===== src/include/nvsram_seq_pkg.sv =====
// constants, timing counts and carrier types for the store/recall sequencer
// assumes a single 50 MHz clock; all times are turned into cycle counts here
package nvsram_seq_pkg;

    // clock period in ns
    localparam int CLK_PERIOD_NS = 20;

    // printed times, in their own units
    localparam int WRITE_GRACE_NS = 25;
    localparam int STORE_PIN_PULSE_NS = 15;
    localparam int SOFT_CMD_PROCESS_US = 500;
    localparam int PIN_RELEASE_US = 5;
    localparam int SLEEP_ENTER_MS = 8;
    localparam int WAKE_MS = 20;
    localparam int WAKE_LOWEST_MS = 40;
    localparam int STANDBY_US = 100;

    // longest times round down, never below one cycle
    function automatic int floor_cycles(input longint ns);
        longint c;
        c = ns / CLK_PERIOD_NS;
        return (c < 1) ? 1 : int'(c);
    endfunction

    // least times round up, never below one cycle
    function automatic int ceil_cycles(input longint ns);
        longint c;
        c = (ns + CLK_PERIOD_NS - 1) / CLK_PERIOD_NS;
        return (c < 1) ? 1 : int'(c);
    endfunction

    localparam int GRACE_CYCLES = floor_cycles(longint'(WRITE_GRACE_NS));
    localparam int PIN_PULSE_CYCLES = ceil_cycles(longint'(STORE_PIN_PULSE_NS));
    localparam int SOFT_CMD_CYCLES =
        floor_cycles(longint'(SOFT_CMD_PROCESS_US) * 1000);
    localparam int PIN_RELEASE_CYCLES =
        floor_cycles(longint'(PIN_RELEASE_US) * 1000);
    localparam int SLEEP_CYCLES =
        floor_cycles(longint'(SLEEP_ENTER_MS) * 1000000);
    localparam int WAKE_CYCLES = floor_cycles(longint'(WAKE_MS) * 1000000);
    localparam int WAKE_LOWEST_CYCLES =
        floor_cycles(longint'(WAKE_LOWEST_MS) * 1000000);
    localparam int STANDBY_CYCLES =
        floor_cycles(longint'(STANDBY_US) * 1000);
    // release timer load; sync flops and the decision eat four cycles
    localparam int PIN_RELEASE_LOAD = PIN_RELEASE_CYCLES - 4;

    // timer width covers the longest count (2,000,000)
    localparam int TIMER_W = 22;

    // values after reset, and depth of the own-drive echo on the store pin
    localparam bit AUTOSAVE_EN_RST = 1'b1;
    localparam bit LOW_VOLTAGE_RST = 1'b1;
    localparam bit STORE_PIN_RST = 1'b1;
    localparam int ECHO_W = 3;

    // software commands handed over by the bus engine
    typedef enum logic [2:0] {
        CMD_STORE,
        CMD_RECALL,
        CMD_SLEEP,
        CMD_AUTOSAVE_ON,
        CMD_AUTOSAVE_OFF
    } soft_cmd_t;

    // requests from the bus engine, same clock
    typedef struct packed {
        logic cmdValid;
        soft_cmd_t cmd;
        logic sramWrite;
        logic busStop;
        logic wakeReq;
    } host_req_t;

    // status toward the bus engine and the array
    typedef struct packed {
        logic hostAccessEn;
        logic sramWriteEn;
        logic standby;
        logic asleep;
        logic writePending;
        logic autosaveEn;
    } host_stat_t;

endpackage


===== src/logic/nvsram_store_recall_sequencer.sv =====
// sequencer for store, recall, sleep, wake and standby of a serial nvsram
// assumes a bus engine on mclk that hands over decoded commands and a
// cell array that pulses nvDone when a store or recall has finished
`timescale 1ns/1ps

// How it works
// (RQ1) a power-loss or pin store is skipped when nothing was written since the last nonvolatile operation.
// (RQ2) on a power-loss or pin store trigger, sram writes stay enabled for the grace time before the store starts.
// (RQ3) host reads and writes are refused during store, recall and while supply is below the trip level.
// (RQ4) store and recall commands keep host access locked until the operation finishes.
// (RQ5) a software command is acted on no later than the software processing time after it arrives.
// (RQ6) whoever asks for a pin store holds the store pin low for at least 15 ns.
// (RQ7) sram access stays off as long as the store pin is held low from outside.
// (RQ8) when not signalling busy, the store pin driver is off and only the pull-up holds the line.
// (RQ9) host access returns within 5 us after the store pin goes high.
// (RQ10) after a sleep command the low-power state is entered within 8 ms; the code starts the 8 ms count only after the software processing time.
// (RQ11) after a wake request access returns within 20 ms, or 40 ms on the lowest-voltage variant.
// (RQ12) after a bus stop the standby state is entered within 100 us.
// (RQ13) a write-pending flag is set by any sram write and cleared when a store or recall completes.
module nvsram_store_recall_sequencer import nvsram_seq_pkg::*; #(
    parameter bit LOWEST_VDD_VARIANT = 1'b0,
    parameter int SOFT_CMD_CYC = SOFT_CMD_CYCLES,
    parameter int SLEEP_CYC = SLEEP_CYCLES,
    parameter int WAKE_CYC = WAKE_CYCLES,
    parameter int WAKE_LOWEST_CYC = WAKE_LOWEST_CYCLES,
    parameter int STANDBY_CYC = STANDBY_CYCLES
) (
    // clock and reset
    input wire logic mclk,
    input wire logic rst,
    // bus engine side
    input wire host_req_t hostReq,
    output host_stat_t hostStat,
    // supply monitor pin, high while supply is below the trip level
    input wire logic lowVoltageTrip,
    // open-drain store pin, active low
    input wire logic hwStoreBusyNIn,
    output logic hwStoreBusyNOut,
    output logic hwStoreBusyNOe,
    // cell array
    output logic nvStoreStart,
    output logic nvRecallStart,
    input wire logic nvDone
);
    typedef enum logic [3:0] {
        ST_IDLE, ST_CMD, ST_GRACE, ST_STORE, ST_RECALL, ST_PIN_HOLD,
        ST_PIN_RELEASE, ST_LOWV, ST_SLEEP_ENTER, ST_ASLEEP, ST_WAKE
    } seq_state_t;

    typedef enum logic [1:0] {SRC_SOFT, SRC_PIN, SRC_POWER} store_src_t;
    localparam int WAKE_USE =
        LOWEST_VDD_VARIANT ? WAKE_LOWEST_CYC : WAKE_CYC;
    seq_state_t state_reg, state_next;
    store_src_t src_reg, src_next;
    soft_cmd_t cmd_reg, cmd_next;
    logic [TIMER_W-1:0] timer_reg, timer_next;
    logic [TIMER_W-1:0] stbCnt_reg;
    logic stbArmed_reg, standby_reg;
    logic pending_reg, autosave_reg;
    logic storeGo, recallGo;
    logic [ECHO_W-1:0] echo_reg;
    logic accessEn_reg, writeEn_reg, asleep_reg, drive_reg;
    logic lowVoltage, pinSync;

    // supply monitor and store pin come from outside
    sync_2ff #(.RST_VAL(LOW_VOLTAGE_RST)) u_sync_lowv (
        .mclk(mclk),
        .rst(rst),
        .asyncIn(lowVoltageTrip),
        .syncOut(lowVoltage)
    );
    sync_2ff #(.RST_VAL(STORE_PIN_RST)) u_sync_pin (
        .mclk(mclk),
        .rst(rst),
        .asyncIn(hwStoreBusyNIn),
        .syncOut(pinSync)
    );

    // decode of pin, timer and triggers
    wire ownEcho = drive_reg | (|echo_reg); // own drive still visible
    wire pinLow = ~pinSync & ~ownEcho;
    wire timerZero = (timer_reg == '0);
    wire powerStore = pending_reg & autosave_reg; // see (RQ1)
    wire pinStore = pending_reg; // see (RQ1)
    wire nvBusy = (state_reg == ST_STORE) | (state_reg == ST_RECALL);
    wire nvFinish = nvBusy & nvDone;
    wire accessNext = (state_next == ST_IDLE) & ~pinLow & ~lowVoltage;
    wire writeEnNext = accessNext | (state_next == ST_GRACE);
    wire driveNext = (state_next == ST_GRACE) | (state_next == ST_STORE);
    wire hostActive = hostReq.cmdValid | hostReq.sramWrite;

    // sequencing of operations
    always_comb begin
        state_next = state_reg;
        src_next = src_reg;
        cmd_next = cmd_reg;
        timer_next = timerZero ? timer_reg : timer_reg - 1'b1;
        storeGo = 1'b0;
        recallGo = 1'b0;
        unique case (state_reg)
            ST_IDLE: begin
                if (lowVoltage) begin
                    src_next = SRC_POWER;
                    if (powerStore) begin
                        state_next = ST_GRACE; // see (RQ2)
                        timer_next = TIMER_W'(GRACE_CYCLES - 1);
                    end else begin
                        state_next = ST_LOWV; // see (RQ1)
                    end
                end else if (pinLow) begin
                    src_next = SRC_PIN;
                    if (pinStore) begin
                        state_next = ST_GRACE; // see (RQ2)
                        timer_next = TIMER_W'(GRACE_CYCLES - 1);
                    end else begin
                        state_next = ST_PIN_HOLD; // see (RQ1)
                    end
                end else if (hostReq.cmdValid) begin
                    cmd_next = hostReq.cmd;
                    state_next = ST_CMD;
                    timer_next = TIMER_W'(SOFT_CMD_CYC - 1); // see (RQ5)
                end
            end
            ST_CMD: begin
                if (lowVoltage) begin
                    state_next = ST_LOWV;
                end else if (timerZero) begin
                    unique case (cmd_reg)
                        CMD_STORE: begin
                            storeGo = 1'b1;
                            src_next = SRC_SOFT;
                            state_next = ST_STORE; // see (RQ4)
                        end
                        CMD_RECALL: begin
                            recallGo = 1'b1;
                            state_next = ST_RECALL; // see (RQ4)
                        end
                        CMD_SLEEP: begin
                            state_next = ST_SLEEP_ENTER;
                            timer_next = TIMER_W'(SLEEP_CYC - 1);
                        end
                        default: state_next = ST_IDLE;
                    endcase
                end
            end
            ST_GRACE: begin
                if (timerZero) begin
                    storeGo = 1'b1;
                    state_next = ST_STORE;
                end
            end
            ST_STORE: begin
                if (nvDone) begin
                    unique case (src_reg)
                        SRC_PIN: state_next = ST_PIN_HOLD;
                        SRC_POWER: state_next = ST_LOWV;
                        default: state_next = ST_IDLE;
                    endcase
                end
            end
            ST_RECALL: begin
                if (nvDone) begin
                    state_next = ST_IDLE;
                end
            end
            ST_PIN_HOLD: begin
                if (!pinLow) begin
                    state_next = ST_PIN_RELEASE; // see (RQ7)
                    timer_next = TIMER_W'(PIN_RELEASE_LOAD); // see (RQ9)
                end
            end
            ST_PIN_RELEASE: begin
                if (pinLow) begin
                    state_next = ST_PIN_HOLD;
                end else if (timerZero) begin
                    state_next = ST_IDLE; // see (RQ9)
                end
            end
            ST_LOWV: begin
                if (!lowVoltage) begin
                    recallGo = 1'b1;
                    state_next = ST_RECALL;
                end
            end
            ST_SLEEP_ENTER: begin
                if (timerZero) begin
                    state_next = ST_ASLEEP; // see (RQ10)
                end
            end
            ST_ASLEEP: begin
                if (lowVoltage) begin
                    state_next = ST_LOWV;
                end else if (hostReq.wakeReq) begin
                    state_next = ST_WAKE;
                    timer_next = TIMER_W'(WAKE_USE - 1); // see (RQ11)
                end
            end
            ST_WAKE: begin
                if (timerZero) begin
                    state_next = ST_IDLE; // see (RQ11)
                end
            end
            default: state_next = ST_IDLE;
        endcase
    end

    // state, timer and command
    always_ff @(posedge mclk or posedge rst) begin
        if (rst) begin
            state_reg <= ST_LOWV;
            src_reg <= SRC_SOFT;
            cmd_reg <= CMD_STORE;
            timer_reg <= '0;
        end else begin
            state_reg <= state_next;
            src_reg <= src_next;
            cmd_reg <= cmd_next;
            timer_reg <= timer_next;
        end
    end

    // write-pending and autosave flags; a new write beats the clear
    always_ff @(posedge mclk or posedge rst) begin
        if (rst) begin
            pending_reg <= 1'b0;
            autosave_reg <= AUTOSAVE_EN_RST;
        end else begin
            if (hostReq.sramWrite && writeEn_reg) begin
                pending_reg <= 1'b1; // see (RQ13)
            end else if (nvFinish) begin
                pending_reg <= 1'b0; // see (RQ13)
            end
            if (state_reg == ST_CMD && timerZero && !lowVoltage) begin
                if (cmd_reg == CMD_AUTOSAVE_ON) begin
                    autosave_reg <= 1'b1;
                end else if (cmd_reg == CMD_AUTOSAVE_OFF) begin
                    autosave_reg <= 1'b0;
                end
            end
        end
    end

    // standby timer started by a bus stop while idle
    always_ff @(posedge mclk or posedge rst) begin
        if (rst) begin
            stbCnt_reg <= '0;
            stbArmed_reg <= 1'b0;
            standby_reg <= 1'b0;
        end else if (state_reg != ST_IDLE || hostActive) begin
            stbArmed_reg <= 1'b0;
            standby_reg <= 1'b0;
        end else if (hostReq.busStop) begin
            stbCnt_reg <= TIMER_W'(STANDBY_CYC - 1); // see (RQ12)
            stbArmed_reg <= 1'b1;
            standby_reg <= 1'b0;
        end else if (stbArmed_reg) begin
            if (stbCnt_reg == '0) begin
                standby_reg <= 1'b1; // see (RQ12)
                stbArmed_reg <= 1'b0;
            end else begin
                stbCnt_reg <= stbCnt_reg - 1'b1;
            end
        end
    end

    // registered outputs
    always_ff @(posedge mclk or posedge rst) begin
        if (rst) begin
            accessEn_reg <= 1'b0;
            writeEn_reg <= 1'b0;
            asleep_reg <= 1'b0;
            drive_reg <= 1'b0;
            echo_reg <= '0;
            nvStoreStart <= 1'b0;
            nvRecallStart <= 1'b0;
        end else begin
            accessEn_reg <= accessNext; // see (RQ3) (RQ4) (RQ7)
            writeEn_reg <= writeEnNext; // see (RQ2)
            asleep_reg <= (state_next == ST_ASLEEP);
            drive_reg <= driveNext; // see (RQ8)
            echo_reg <= {echo_reg[ECHO_W-2:0], drive_reg};
            nvStoreStart <= storeGo;
            nvRecallStart <= recallGo;
        end
    end

    // status carrier and open-drain pin
    assign hostStat = '{
        hostAccessEn: accessEn_reg,
        sramWriteEn: writeEn_reg,
        standby: standby_reg,
        asleep: asleep_reg,
        writePending: pending_reg,
        autosaveEn: autosave_reg
    };
    assign hwStoreBusyNOut = 1'b0; // only ever pulls low
    assign hwStoreBusyNOe = drive_reg; // see (RQ8)
endmodule


===== src/logic/sync_2ff.sv =====
// two-flop synchroniser for a level arriving from outside the clock domain
// assumes the level is slow compared with the clock
`timescale 1ns/1ps
module sync_2ff #(
    parameter bit RST_VAL = 1'b0
) (
    // clock and reset
    input wire logic mclk,
    input wire logic rst,
    // level in and synchronised level out
    input wire logic asyncIn,
    output logic syncOut
);
    logic meta_reg;

    // first flop feeds only the second
    always_ff @(posedge mclk or posedge rst) begin
        if (rst) begin
            meta_reg <= RST_VAL;
            syncOut <= RST_VAL;
        end else begin
            meta_reg <= asyncIn;
            syncOut <= meta_reg;
        end
    end
endmodule


===== config.mk =====
export PLATFORM = sky130hd
export DESIGN_NAME = nvsram_store_recall_sequencer
export DESIGN_NICKNAME = d
export VERILOG_FILES = /design/src/include/nvsram_seq_pkg.sv /design/src/logic/nvsram_store_recall_sequencer.sv /design/src/logic/sync_2ff.sv
export SDC_FILE = /design/constraint.sdc
export NUM_CORES = 1
export LEC_CHECK = 0
export BUFFER_PORTS_ARGS = -buffer_cell sky130_fd_sc_hd__buf_2
export CORE_ASPECT_RATIO = 1.5
export CORE_MARGIN = 1.5
export CORE_UTILIZATION = 35
export DETAILED_ROUTE_END_ITERATION = 7
export PLACE_DENSITY = 0.54
export SLEW_MARGIN = 20
export SYNTH_ARGS = -nofsm -noshare
export SYNTH_HDL_FRONTEND = slang
export SYNTH_SLANG_ARGS = --single-unit

===== constraint.sdc =====
create_clock -name mclk -period 3.4 [get_ports mclk]
set_clock_uncertainty 0.15 [all_clocks]
set_input_delay 0.17 -clock mclk [delete_from_list [all_inputs] [get_ports mclk]]
set_output_delay 0.17 -clock mclk [all_outputs]
set_load 0.05 [all_outputs]

==> summary.log <==
INFO  logic_synthesis synth_async_sr_flop_share=1.00
INFO  sta            report.final.slew_viol_count=0
INFO  setup_path     critical_path.max_fanout=6
INFO  setup_path     worstPathRequired=3.44ns
INFO  logic_synthesis ys.flop_type=dfrtp_1
INFO  setup_path     startpoint_type=flop
INFO  clocking       total_clock_sinks=70
INFO  setup_path     timing.critical_path.to_type=flop
INFO  logic_synthesis synth.yosys.warnings=0
INFO  place          dp_hpwl=8610um
INFO  place          detailed_place.area=4340um^2
INFO  sta            worst_pin_slew=0.791ns
INFO  die            design.portCount=22
INFO  flow_run       maxCapViolCount=0
INFO  setup_path     cpMaxStageDelayCell=nor3_1
INFO  logic_synthesis yosys.area.top_type_share=0.378
INFO  final_layout   footprint_of_the_multi_input_gates=2190um^2
INFO  clocking       path_clk_slew=0.05ns
INFO  logic_synthesis synth.cells.most_frequent=dfrtp_1, nor2_1, nand2_1, nor3_1, a21oi_1
INFO  logic_synthesis synth.net_count=468
INFO  sta            setup_viol=0
INFO  sta            setup_slack=0.495ns
INFO  place          port_buffers=20
INFO  sta            timing.fmax=344MHz
INFO  final_layout   design.final.nets=492
INFO  logic_synthesis ys_top_cells_by_area=dfrtp_1, dfstp_2, nor2_1
INFO  clocking       insertion_delay=0.34ns
INFO  clocking       cts_root_buf=clkbuf_16
INFO  outcome        outcome=finished clean
INFO  final_layout   seq_area=1760um^2
INFO  setup_path     cpLargestDelayFamily=simple AND/OR/NAND/NOR gates
INFO  final_layout   postLayoutCellArea=4720um^2
INFO  setup_path     critical_path.max_stage_delay=0.57ns
INFO  global_route   grt_max_degree=39
INFO  logic_synthesis netlist_area=4100um^2
INFO  routing        route.antenna.remaining_nets=0
INFO  sta            period_needed=2.90ns
INFO  pwr            total_leakage_power=1.97nW
INFO  clocking       cts_setup_buffers=0
INFO  clocking       tritoncts=yes
INFO  sta            setup_repair_after_global_routing_missed_its_margin=false
INFO  sta            timing.final.hold_violations=0
INFO  sta            relSlewSlack=0.472
INFO  logic_synthesis post-synth-top-area-cell=dfrtp_1
INFO  final_layout   antennaDiodeCount=0
INFO  logic_synthesis synth.yosys.seq_area_share=0.429
INFO  global_route   grt_pass1_wl=18500um
INFO  routing        post_drt_via_cell_ratio=5.66
INFO  clocking       cts_buffers=9
INFO  die            die_y=136um
INFO  place          place.gp.congestion=0.986
INFO  place          placed_cells_incl_taps=608
INFO  setup_path     cp_cell_sequence=nor4_1 > nand4_1 > nor3_1 > a31oi_1 > nor4_1 > o21ai_0
INFO  die            fp.dieW=91.4um
INFO  setup_path     worst_ep_arrival_time=2.95ns
INFO  logic_synthesis synth.ff_latch_count=70
INFO  global_route   antenna_found_initial=0
INFO  final_layout   fillerInstances=1125
INFO  setup_path     critPathMostFrequentCell=nor4_1
INFO  routing        drt_pre_antenna_iters=5
INFO  sta            final_layout_setup_total_negative_slack=0ns
INFO  final_layout   finalCoreUtilization=0.411
INFO  routing        dr_total_vias=3572
INFO  routing        drt_iter0_drc=285
INFO  routing        drt_drc_violations_left=0
INFO  die            dieArea=12400um^2
INFO  logic_synthesis synth.most_common_cell=dfrtp_1
INFO  die            core-area=11500um^2
INFO  place          place_worst_setup_slack=0.583ns
INFO  final_layout   layout.cells.non_filler=631
INFO  clocking       cts_resized=0
INFO  pwr            power-per-cell-area=916nW/um^2
INFO  logic_synthesis synth_edf_count=0
INFO  global_route   global_route.usage.total=0.196
INFO  pwr            ir_drop=0.572mV
INFO  sta            tcrit_tclk_final=0.854
INFO  die            initial_core_utilization=0.358
INFO  logic_synthesis synthCells=452
INFO  clocking       cts_htree_levels=3
INFO  routing        wl_per_cell=17.9um
INFO  logic_synthesis yosys.cell_types.count=66
INFO  global_route   via_count_of_the_first_global_routing_pass=3594
INFO  logic_synthesis post_synth.cell_area_avg=9.08um^2
INFO  final_layout   layout_overhead_on_the_synthesized_area=15.0%
INFO  setup_path     criticalPathCategory=reg -> reg
INFO  hold_path      hold_class=in -> reg
INFO  clocking       cts_max_path_buffers=2
INFO  setup_path     worst-path-buf-inv=0
INFO  die            row_count=48
INFO  global_route   grt.overflow.total=0
INFO  final_layout   share_of_cells_above_drive_strength_1=0.135
INFO  routing        routed_wl=11300um
logic make-up (layout without fill, tap and decap cells):
kind of cell	Yosys count	in the layout	synth area share
xor gates and xnor gates	25	25	0.0534
muxes	4	4	0.0107
other	1	1	0.000914
DFF	70	70	0.429
buffers and inverters	33	62	0.0369
and+or+nand+nor	203	203	0.273
AOI/OAI and AO/OA	112	112	0.184
adders and majority gates	4	4	0.0122
layout by cell type (no fill, tap or decap), drive strengths merged, types with 4 or more instances in the layout:
cell / synthesis / routed
o211ai: 10 / 10
buf: 8 / 29
or2: 4 / 4
ha: 4 / 4
nor2b: 5 / 5
nor4: 19 / 19
or3: 13 / 13
a211oi: 7 / 7
nor3: 30 / 30
or4: 10 / 10
nor2: 43 / 43
nand4: 6 / 6
o21ai: 27 / 27
clkbuf: 15 / 14
nand2b: 9 / 9
dfstp: 8 / 8
o31a: 6 / 6
nand3: 10 / 10
xor2: 12 / 12
dfrtp: 62 / 62
inv: 10 / 10
and2: 6 / 6
nand3b: 4 / 4
a21oi: 25 / 25
dlygate4sd3: 0 / 7
o21a: 6 / 6
nand2: 29 / 29
xnor2: 13 / 13
o21bai: 4 / 4
what timing repair did:
action	in CTS	in global routing
endpoints found under the hold margin	39	0
setup endpoints to repair	0	0
hold buffers	7	0
per-layer routing:
layer  track usage  part of all wire  vias to the layer above  wire [um]
li1              -                 -                     1719          -
met1         0.201              0.37                     1751       4200
met2         0.362              0.55                       70       6200
met3        0.0325             0.028                       32        320
met4         0.128             0.053                        0        595
met5             0                 0                        -          0
report_power, final:
group	internal, mW	switching (mW)
Sequential	1.13	0.389
Clock	0.643	0.333
Combinational	0.713	1.11
final timing paths:
kind | start | to | slack, ns | cells past startpoint
min reg2reg | u_sync_lowv.meta_reg$_DFF_PP1_ | u_sync_lowv.syncOut$_DFF_PP1_ | 0.21 | 0
max reg2reg | timer_reg[13]$_DFF_PP0_ | timer_reg[13]$_DFF_PP0_ | 0.50 | 6
min in group asynchronous | rst | echo_reg[0]$_DFF_PP0_ | 0.39 | 3
min | nvDone | pending_reg$_DFFE_PP0P_ | 0.07 | 3
max | timer_reg[13]$_DFF_PP0_ | timer_reg[13]$_DFF_PP0_ | 0.50 | 6
max in group asynchronous | rst | u_sync_lowv.meta_reg$_DFF_PP1_ | 1.85 | 4
stage by stage:
stage / power, mW / hold slack, ns
4_1_cts: 4.35 / 0.0666
5_1_grt: 4.66 / 0.0913
2_1_floorplan: 2.81 / 0.0245
3_3_place_gp: 3.33 / 0.126
3_5_place_dp: 3.34 / 0.128
6_report: 4.32 / 0.0679
final cells by class:
type,count,area share
Clock buffer,14,0.0517
Clock inverter,2,0.0127
Inverter,10,0.00796
Multi-Input combinational cell,349,0.464
Sequential cell,70,0.373
Tap cell,150,0.0398
Timing Repair Buffer,36,0.0504
worst reg2reg max path: cells and delay by family, from the launching register on:
family	cells	cell delay, ns
AOI/OAI and AO/OA	2	0.49
DFF	1	0.43
and+or+nand+nor	4	1.70
Power figures use the tool's default switching activity.
